===== src/hdl/i2c_rdptr_defines.svh =====
/*
  Constants of the two-wire slave read pointer block: widths, counts and reset values.
  Assumes inclusion by bare name from the package and the design file.
*/
`ifndef I2C_RDPTR_DEFINES_SVH
`define I2C_RDPTR_DEFINES_SVH

// ----------------------------------------
// Widths and counts
// ----------------------------------------
`define PTR_W          8
`define BYTE_W         8
`define SLV_ADDR_W     7
`define BIT_CNT_W      4
`define BITS_PER_BYTE  4'h8
`define FIFO_DEPTH     4
`define SYNC_STAGES    2

// ----------------------------------------
// Reset values
// ----------------------------------------
`define PTR_RST        8'h00
`define SLV_ADDR_DEF   7'h2A

`endif


===== src/hdl/i2c_rdptr_pkg.sv =====
/*
  Types shared by the two-wire slave read pointer block.
  Assumes the defines header is on the include path.
*/
`include "i2c_rdptr_defines.svh"

package i2c_rdptr_pkg;

  // One queued write: target location and its data
  typedef struct packed {
    logic [`PTR_W-1:0]  addr;
    logic [`BYTE_W-1:0] data;
  } wr_entry_t;

  // Serial sequencer states, one-hot
  typedef enum logic [5:0] {
    ST_IDLE   = 6'h01,
    ST_DEVADR = 6'h02,
    ST_ACK    = 6'h04,
    ST_WRBYTE = 6'h08,
    ST_TX     = 6'h10,
    ST_RXACK  = 6'h20
  } slv_state_t;

endpackage


===== src/hdl/i2c_slave_read_pointer.sv =====
/*
  Two-wire bus slave with an 8-bit byte pointer, a write queue and a 256-byte store.
  Assumes the serial clock and data pins are asynchronous to i_core_clk and at least
  eight core clocks per serial clock period; the data pin is open drain, resolved outside.
*/
`include "i2c_rdptr_defines.svh"

// ----------------------------------------
// Write queue: flop storage, power-of-two depth
// ----------------------------------------
module wr_queue_fifo #(
  parameter int WIDTH = 16,
  parameter int DEPTH = `FIFO_DEPTH
) (
  // Clock and reset
  input  wire logic             i_core_clk,
  input  wire logic             i_sys_rst,
  // Fill side
  input  wire logic             i_in_valid,
  input  wire logic [WIDTH-1:0] i_in_data,
  output logic                  o_in_ready,
  // Drain side
  output logic                  o_out_valid,
  output logic      [WIDTH-1:0] o_out_data,
  input  wire logic             i_out_ready
);
  localparam int AW = $clog2(DEPTH);

  logic [WIDTH-1:0] store_r [DEPTH];   // Entry storage
  logic [AW-1:0]    wr_r;              // Fill index
  logic [AW-1:0]    rd_r;              // Drain index
  logic [AW:0]      cnt_r;             // Occupancy
  logic             push;
  logic             pop;

  assign o_in_ready  = (cnt_r != (AW+1)'(DEPTH));
  assign o_out_valid = (cnt_r != '0);
  assign o_out_data  = store_r[rd_r];
  assign push        = i_in_valid && o_in_ready;
  assign pop         = o_out_valid && i_out_ready;

  // Storage write; indices wrap naturally since depth is a power of two
  always_ff @(posedge i_core_clk)
  begin
    if (push)
    begin
      store_r[wr_r] <= i_in_data;
    end
  end

  // Index and occupancy bookkeeping
  always_ff @(posedge i_core_clk)
  begin
    if (i_sys_rst)
    begin
      wr_r  <= '0;
      rd_r  <= '0;
      cnt_r <= '0;
    end
    else
    begin
      if (push)
      begin
        wr_r <= wr_r + 1'b1;
      end
      if (pop)
      begin
        rd_r <= rd_r + 1'b1;
      end
      if (push && !pop)
      begin
        cnt_r <= cnt_r + 1'b1;
      end
      else if (pop && !push)
      begin
        cnt_r <= cnt_r - 1'b1;
      end
    end
  end
endmodule

module i2c_slave_read_pointer #(
  parameter logic [`SLV_ADDR_W-1:0] SLAVE_SELECT_ADDRESS = `SLV_ADDR_DEF  // Arbitrary value
) (
  // Clock and reset
  input  wire logic              i_core_clk,
  input  wire logic              i_sys_rst,
  // Serial pins
  input  wire logic              i_scl,
  input  wire logic              i_sda,
  output logic                   o_sda_out,
  output logic                   o_sda_oe_n,
  // Status
  output logic [`PTR_W-1:0]      o_byte_pointer_value
);
  import i2c_rdptr_pkg::*;

  // ----------------------------------------
  // Declarations
  // ----------------------------------------
  logic [1:0]               sync1_r;        // First sync stage {sda, scl}
  logic [1:0]               sync2_r;        // Second sync stage
  logic                     scl_d_r;        // Delayed clean clock
  logic                     sda_d_r;        // Delayed clean data
  logic                     scl_rise;
  logic                     scl_fall;
  logic                     start_ev;
  logic                     stop_ev;
  slv_state_t               state_r;        // Sequencer state
  logic [`BIT_CNT_W-1:0]    bit_cnt_r;      // Bits seen in this byte
  logic [`BYTE_W-1:0]       rx_r;           // Receive shifter
  logic [`BYTE_W-1:0]       tx_r;           // Transmit shifter
  logic                     rw_r;           // Direction of this frame
  logic                     addr_phase_r;   // Next write byte is the pointer
  logic                     ack_ok_r;       // Master acknowledged last byte
  logic                     sda_oe_n_r;
  logic                     sda_out_r;
  logic [`PTR_W-1:0]        ptr_r;          // byte_pointer_value
  logic [`BYTE_W-1:0]       mem_r [1 << `PTR_W];
  logic                     byte_done;
  logic                     adr_hit;
  logic                     wr_end;
  logic                     ptr_load;
  logic                     wr_take;
  logic                     tx_load;
  logic                     q_in_ready;
  logic                     q_out_valid;
  logic                     drain_rdy;
  wr_entry_t                q_in;
  wr_entry_t                q_out;

  // Byte boundary in a given state, seen at the falling serial clock
  function automatic logic byte_end(input slv_state_t st, input slv_state_t want,
                                    input logic fall, input logic done);
    byte_end = (st == want) && fall && done;
  endfunction

  // ----------------------------------------
  // Pin synchronisers and bus events
  // ----------------------------------------
  // Two flops per pin; only the second stage feeds logic
  genvar g;
  generate
    for (g = 0; g < 2; g++)
    begin : g_sync
      always_ff @(posedge i_core_clk)
      begin
        if (i_sys_rst)
        begin
          sync1_r[g] <= 1'b1;
          sync2_r[g] <= 1'b1;
        end
        else
        begin
          sync1_r[g] <= (g == 0) ? i_scl : i_sda;
          sync2_r[g] <= sync1_r[g];
        end
      end
    end
  endgenerate

  // Edge history of the cleaned pins
  always_ff @(posedge i_core_clk)
  begin
    if (i_sys_rst)
    begin
      scl_d_r <= 1'b1;
      sda_d_r <= 1'b1;
    end
    else
    begin
      scl_d_r <= sync2_r[0];
      sda_d_r <= sync2_r[1];
    end
  end

  assign scl_rise  = sync2_r[0] && !scl_d_r;
  assign scl_fall  = !sync2_r[0] && scl_d_r;
  assign start_ev  = sync2_r[0] && scl_d_r && sda_d_r && !sync2_r[1];
  assign stop_ev   = sync2_r[0] && scl_d_r && !sda_d_r && sync2_r[1];
  assign byte_done = (bit_cnt_r == `BITS_PER_BYTE);

  // ----------------------------------------
  // Decisions at byte boundaries
  // ----------------------------------------
  // Only our address is answered; the block never drives the clock
  assign adr_hit  = byte_end(state_r, ST_DEVADR, scl_fall, byte_done)
                    && (rx_r[7:1] == SLAVE_SELECT_ADDRESS);
  assign wr_end   = byte_end(state_r, ST_WRBYTE, scl_fall, byte_done);
  assign ptr_load = wr_end && addr_phase_r;
  // A full queue refuses the byte with a NACK rather than losing it
  assign wr_take  = wr_end && !addr_phase_r && q_in_ready;
  assign tx_load  = scl_fall && (((state_r == ST_ACK) && rw_r)
                    || ((state_r == ST_RXACK) && ack_ok_r));
  assign q_in     = '{addr: ptr_r, data: rx_r};
  // Hold queued writes back while a read is being shifted so the store stays still
  assign drain_rdy = !((state_r == ST_TX) || (state_r == ST_RXACK));

  // ----------------------------------------
  // Serial sequencer
  // ----------------------------------------
  always_ff @(posedge i_core_clk)
  begin
    if (i_sys_rst)
    begin
      state_r      <= ST_IDLE;
      bit_cnt_r    <= '0;
      rx_r         <= '0;
      rw_r         <= 1'b0;
      addr_phase_r <= 1'b0;
      ack_ok_r     <= 1'b0;
    end
    else if (start_ev)
    begin
      // Plain or repeated START: address byte follows
      state_r   <= ST_DEVADR;
      bit_cnt_r <= '0;
    end
    else if (stop_ev)
    begin
      state_r <= ST_IDLE;
    end
    else
    begin
      case (state_r)
        ST_DEVADR, ST_WRBYTE:
        begin
          if (scl_rise)
          begin
            rx_r      <= {rx_r[6:0], sync2_r[1]};
            bit_cnt_r <= bit_cnt_r + 1'b1;
          end
          else if (scl_fall && byte_done)
          begin
            bit_cnt_r <= '0;
            if (state_r == ST_DEVADR)
            begin
              state_r      <= adr_hit ? ST_ACK : ST_IDLE;
              rw_r         <= rx_r[0];
              addr_phase_r <= 1'b1;
            end
            else
            begin
              state_r <= (ptr_load || wr_take) ? ST_ACK : ST_IDLE;
              if (ptr_load)
              begin
                addr_phase_r <= 1'b0;
              end
            end
          end
        end
        ST_ACK:
        begin
          if (scl_fall)
          begin
            state_r   <= rw_r ? ST_TX : ST_WRBYTE;
            bit_cnt_r <= '0;
          end
        end
        ST_TX:
        begin
          if (scl_rise)
          begin
            bit_cnt_r <= bit_cnt_r + 1'b1;
          end
          else if (scl_fall && byte_done)
          begin
            state_r   <= ST_RXACK;
            bit_cnt_r <= '0;
          end
        end
        ST_RXACK:
        begin
          if (scl_rise)
          begin
            ack_ok_r <= !sync2_r[1];
          end
          else if (scl_fall)
          begin
            // NACK: wait idle for the STOP
            state_r <= ack_ok_r ? ST_TX : ST_IDLE;
          end
        end
        default:
        begin
          state_r <= ST_IDLE;
        end
      endcase
    end
  end

  // ----------------------------------------
  // Byte pointer
  // ----------------------------------------
  // Pointer ends one past the last access; the 8-bit add wraps FFh to 00h
  always_ff @(posedge i_core_clk)
  begin
    if (i_sys_rst)
    begin
      ptr_r <= `PTR_RST;
    end
    else if (ptr_load)
    begin
      ptr_r <= rx_r;
    end
    else if (wr_take || tx_load)
    begin
      ptr_r <= ptr_r + 1'b1;
    end
  end

  // ----------------------------------------
  // Data line drive
  // ----------------------------------------
  // Pulled low only after a falling serial clock, so data is stable while it is high; START or STOP releases it
  always_ff @(posedge i_core_clk)
  begin
    if (i_sys_rst)
    begin
      sda_oe_n_r <= 1'b1;
      sda_out_r  <= 1'b0;
      tx_r       <= '0;
    end
    else if (start_ev || stop_ev)
    begin
      sda_oe_n_r <= 1'b1;
    end
    else if (adr_hit || ptr_load || wr_take)
    begin
      sda_oe_n_r <= 1'b0;
    end
    else if (tx_load)
    begin
      tx_r       <= mem_r[ptr_r];
      sda_oe_n_r <= mem_r[ptr_r][7];
    end
    else if ((state_r == ST_TX) && scl_fall && !byte_done)
    begin
      tx_r       <= {tx_r[6:0], 1'b0};
      sda_oe_n_r <= tx_r[6];
    end
    else if (scl_fall)
    begin
      // Release for master acknowledge and after our own
      sda_oe_n_r <= 1'b1;
    end
  end

  // ----------------------------------------
  // Write queue and store
  // ----------------------------------------
  wr_queue_fifo #(
    .WIDTH ($bits(wr_entry_t)),
    .DEPTH (`FIFO_DEPTH)
  ) u_wr_queue (
    .i_core_clk  (i_core_clk),
    .i_sys_rst   (i_sys_rst),
    .i_in_valid  (wr_end && !addr_phase_r),
    .i_in_data   (q_in),
    .o_in_ready  (q_in_ready),
    .o_out_valid (q_out_valid),
    .o_out_data  (q_out),
    .i_out_ready (drain_rdy)
  );

  // Store is data only, so it carries no reset
  always_ff @(posedge i_core_clk)
  begin
    if (q_out_valid && drain_rdy)
    begin
      mem_r[q_out.addr] <= q_out.data;
    end
  end

  assign o_sda_out            = sda_out_r;
  assign o_sda_oe_n           = sda_oe_n_r;
  assign o_byte_pointer_value = ptr_r;
endmodule


===== config.mk =====
export PLATFORM = sky130hd
export DESIGN_NAME = i2c_slave_read_pointer
export DESIGN_NICKNAME = d
export VERILOG_FILES = /design/src/hdl/i2c_rdptr_pkg.sv /design/src/hdl/i2c_slave_read_pointer.sv
export VERILOG_INCLUDE_DIRS = /design/src /design/src/hdl
export SDC_FILE = /design/constraint.sdc
export NUM_CORES = 2
export LEC_CHECK = 0
export BUFFER_PORTS_ARGS = -buffer_cell sky130_fd_sc_hd__buf_2
export CORE_MARGIN = 4
export CORE_UTILIZATION = 61
export DETAILED_ROUTE_END_ITERATION = 12
export MAX_ROUTING_LAYER = met4
export PLACE_DENSITY = 0.79
export SLEW_MARGIN = 0
export SYNTH_ARGS = -nofsm -noshare
export SYNTH_HDL_FRONTEND = slang
export SYNTH_SLANG_ARGS = --single-unit

===== constraint.sdc =====
create_clock -name i_core_clk -period 4.75 [get_ports i_core_clk]
set_input_delay 0.2375 -clock i_core_clk [delete_from_list [all_inputs] [get_ports i_core_clk]]
set_output_delay 0.2375 -clock i_core_clk [all_outputs]
set_load 0.005 [all_outputs]

After elaboration in Yosys (flattened, before gate mapping)
Memory sizes are Yosys's and may differ from the RTL's. A register that Yosys moved wholly into a read port is not among the register bits.
Index checks and enable logic that the tools add are counted.
- bits in writable memories: 2112
- flip-flop bits (word level): 50
- memories: 2
- word-level logic and storage cells: 154
- input bits: 4
- $add $sub $neg: 6
- eq/ne operators: 23
- bitwise operators: 5
- reductions and logical operators: 60
- mux-type cells: 39
- memory list (name ; depth ; width ; read ports ; clocked after memory_dff ; write ports ; RTL line ; text):
    mem_r ; 256 ; 8 ; 1 ; 1 ; 1 ; i2c_slave_read_pointer.sv:119 ; logic [`BYTE_W-1:0] mem_r [1 << `PTR_W];
    u_wr_queue.store_r ; 4 ; 16 ; 1 ; 1 ; 1 ; i2c_slave_read_pointer.sv:29 ; logic [WIDTH-1:0] store_r [DEPTH];
- operators with widths (cell ; number):
    6-bit 2-to-1 mux ; 7
    8-bit 2-to-1 mux ; 4
    4-bit inequality test, second input constant ; 7
    1-bit logical AND ; 24
    6-bit case mux with 4 select lines ; 1
    3-bit 2-to-1 mux ; 5
    7-bit 2-to-1 mux ; 2
    2-bit inequality test, second input constant ; 7
    7-bit AND reduction ; 2
    4-bit 2-to-1 mux ; 3
    4-bit AND reduction ; 3
    6-bit AND reduction ; 2
    1-bit 2-to-1 mux ; 10
    5-bit 2-to-1 mux ; 2
    2-bit nonzero test ; 5
    1-bit zero test ; 9
    8-bit by 1-bit adder with 8-bit output, second input constant ; 1
    2-bit 2-to-1 mux ; 4
    4-bit case mux with 2 select lines ; 1
    7-bit by 6-bit == test with 1-bit output, second input constant ; 1
    1-bit logical OR ; 7
    6-bit by 2-bit == test with 1-bit output, second input constant ; 1
    6-bit by 3-bit == test with 1-bit output, second input constant ; 1
    6-bit by 4-bit == test with 1-bit output, second input constant ; 1
    15 further kinds ; 23

Logic depth before layout (Yosys ltp)
- word-level depth: 14
- gate-level depth with buffers: 13

Hierarchy
From an unflattened synthesis, not the netlist that was laid out.
- cell total of the unflattened synthesis: 4034
- area total of the unflattened synthesis: 84594.9 µm²
- by module, submodules not included (module ; sequential area each (µm²) ; area an instance (µm²) ; cells an instance ; instances):
    i2c_slave_read_pointer ; 62520.0 ; 81770.9 ; 3902 ; 1
    wr_queue_fifo ; 2102.0 ; 2824.0 ; 132 ; 1

Worst setup path before layout
OpenSTA, ideal clock, no wires.
- kind: reg2reg
- start: register with a tool-made name
- end: memory mem_r[0][0] (netlist bit) (data pin)
- stages on the path, launching flop included: 4
- path buffers: 2
- setup slack: 1.385 ns
- required time: 4.199 ns
- arrival: 2.814 ns
- clock period less this slack: 3.365 ns
- cell sequence: dfxtp_1 clkbuf_1 clkbuf_1 mux4_2
- RTL lines (what ; RTL line):
    end, declared ; i2c_slave_read_pointer.sv:119

==> results.yml <==
yosys:
  area_of_the_mapped_netlist_um2: 84500
  postSynthNetCount: 4137
  netlist_top_cells_count: "edfxtp_1, mux4_2, nor2_1"
  synth_enable_flop_cells: 2112
  ys.warnings.count: 0
  synth.area.top_cells: "edfxtp_1, mux4_2, nor2_1, dfxtp_1, mux2i_1"
  synth-async-reset-ratio: 0
  synthesis.area_per_instance_um2: 20.5
  netlist.top_cell.by_area: "edfxtp_1"
  synth-seq-area-share: 0.765
  syn-instance-count: 4124
  yosys_register_bits: 2172
  yosys.area.top_type_share: 0.750
  dominantRegCellSynth: "edfxtp_1"
  synth_cell_types: 79
  leading_cell_type_by_number_of_instances_after_synthesis: "edfxtp_1"
critical_path:
  worst_path_max_delay_cell: "nor4_1"
  setup.worst_path.class: "reg2reg"
  critPathTopFamily: "simple AND/OR/NAND/NOR gates"
  timing.critical_path.from_type: "flip-flop"
  worst-endpoint-arrival_ns: 5.05
  worst_setup_path_end_kind: "flip-flop"
  critPathMostFrequentCell: "buf_12"
  crit_path_buffers_inverters: 3
  crit_path_max_incr_delay_ns: 0.93
  worstPathCellList: "buf_12, buf_4, buf_12, mux4_2, a211o_1, o311ai_0, nor3_1, nor4_1, nor3b_1, a31o_2"
  cp.required_ns: 5.51
  critical_path_peak_fanout: 32
drt:
  drt_first_iter_violations: 7965
  routed-via-count: 44600
  detail_route.wl_per_cell_um: 35.0
  wl_um: 220000
  post_drt_via_cell_ratio: 7.10
  drt_pass1_iterations: 7
  postRouteAntennaNets: 0
  total_drc_errors_in_the_routed_layout: 0
finish:
  nNetsFinal: 4308
  sequential_cell_area_um2: 64600
  fillCellCount: 8012
  final_layout_size_suffix_gt1_frac: 0.236
  postLayoutCoreUtil: 0.684
  multiInputGateArea_um2: 18700
  syn_to_final_growth_pct: 11.3
clock_network:
  clock_tree_from_tritoncts: "built"
  cts.htree.levels: 4
  cts_root_buf: "clkbuf_16"
  cts_max_path_buffers: 3
  numClockSinks: 2172
  clkLatencyLatePin_ns: 0.86
  tritoncts.num_buffers: 205
  cts.repair_timing.setup_buffer_count: 0
  clk_pin_slew_ns: 0.07
floorplan:
  die_height_um: 380
  floorplan.initialDensity: 0.615
  design.die.area_um2: 145000
  die-width_um: 380
  core_area_um2: 137000
  boundaryPins: 14
  placement_rows: 136
pwr:
  power.total_mw: 43.1
  power.leakage_nw: 28.8
  vdd_ir_drop_max_mv: 0.561
  power.density_cell_area_nw_per_um2: 459
grt:
  number_of_antenna_violations_at_the_first_check_in_global_routing: 8
  grt.busiest_layer: "met2"
  globalRouteMet2Util: 0.458
  globalRouteMet3Util: 0.0919
  track_usage: 0.317
  grt_pass1_vias: 44400
  globalRoute.totalOverflow: 0
  grt_max_degree: 257
  grt_first_pass_wirelength_um: 320000
  groute.layer.met1.usage: 0.429
sta:
  tightestPinTransition_ns: 1.29
  final.setup_skew_ns: 0.0702
  finalSetupTns_ns: 0
  max-slew-margin-rel: 0.142
  fin_crit_sh: 0.905
  setup_violations: 0
  finalWorstSetupSlack_ns: 0.453
  final-max-slew-violation-count: 0
  fin_hold_ws_ns: 0.130
  grt_setup_unrepaired: "false"
  maxClockFrequency_ghz: 0.233
  timing.final.hold_violations: 0
  period_needed_ns: 4.30
place:
  io_buffer_count: 12
  routability_congestion: 0.905
  pre_cts_slack_ns: 0.472
  half_perimeter_wire_length_after_placement_um: 131000
min_path:
  worstHoldPathType: "in2reg"
run_status:
  outcome: "complete, no violations"
job:
  max_cap_violations: 0
[metal layers]
| layer | vias to the layer above | routed length, um |
|---|---|---|
| li1 | 17400 | - |
| met1 | 22700 | 75400 |
| met2 | 3823 | 102000 |
| met3 | 698 | 31600 |
| met4 | 0 | 11400 |
| met5 | - | 0 |
[final cells by class]
cell class | instances | share of cell area
sequential | 2172 | 0.687
tap | 1794 | 0.0239
multi-input combinational | 1706 | 0.199
clock buffer | 242 | 0.0566
clock inverter | 145 | 0.0132
inverter | 15 | 0.000612
timing repair buffer | 195 | 0.0194
antenna | 11 | 0.000293
[final timing paths]
kind               from         end  cells past startpoint  slack, ns
max           flip-flop  o_sda_oe_n                     10       0.45
min               i_sda  sync1_r[1]                      3       0.13
max reg2reg   flip-flop  o_sda_oe_n                     10       0.45
min reg2reg  sync1_r[0]  sync2_r[0]                      1       0.39
[per-stage QoR]
step           cells  cell area [um2]
6_report        6280            94100
5_1_grt         6276            94000
4_1_cts         6268            94000
3_5_place_dp    5878            87400
3_3_place_gp    5878            87400
2_1_floorplan   4124            84500
[state kept, by name, indices dropped and copies added, names as in the netlist, 2 cells and up, named ones only]
register / count
o_byte_pointer_value: 8
tx_r: 7
u_wr_queue.wr_r: 2
sync2_r: 2
bit_cnt_r: 4
u_wr_queue.store_r: 64
state_r: 6
sync1_r: 2
u_wr_queue.cnt_r: 3
u_wr_queue.rd_r: 2
rx_r: 8
mem_r: 2048
[cells by family after synthesis]
family | after synthesis | share of synthesized area
AOI/OAI and AO/OA | 289 | 0.0238
xor gates and xnor gates | 9 | 0.000933
adders and majority gates | 9 | 0.00142
buffers and inverters | 246 | 0.0150
DFF | 2172 | 0.765
muxes | 651 | 0.155
other | 1 | 0.0000444
and+or+nand+nor | 747 | 0.0395
[cell usage in the layout, fill, tap and decap left out, drive strengths merged, types with 27 or more instances in the layout]
cell,Yosys,layout
a21oi,51,51
dfxtp,60,60
nand3,47,47
o21ai,40,40
mux4,523,523
buf,153,192
o22ai,27,27
clkinv,0,114
clkbuf,78,242
mux2i,116,116
edfxtp,2112,2112
a22oi,40,40
nor2,337,337
nand2,193,193
[where the power goes]
part           switching [mW]  total (mW)  internal, mW  leakage (nW)
clock network            7.18        16.0          8.86          3.20
registers               0.100        23.4          23.3          19.5
logic                    3.22        3.67         0.452          6.12
total                    10.5        43.1          32.6          28.8
[worst register-to-register path, stage by stage (launching register included)]
cell,delay (ns)
dfxtp_4,0.87
buf_12,0.34
buf_4,0.19
buf_12,0.25
mux4_2,0.60
a211o_1,0.30
o311ai_0,0.09
nor3_1,0.16
nor4_1,0.93
nor3b_1,0.19
a31o_2,0.30
[what timing repair did]
action | in CTS | in global routing
hold buffers | 3 | 0
resized for setup | 0 | 0
hold endpoints to repair | 27 | 0
Power figures use the tool's default switching activity.
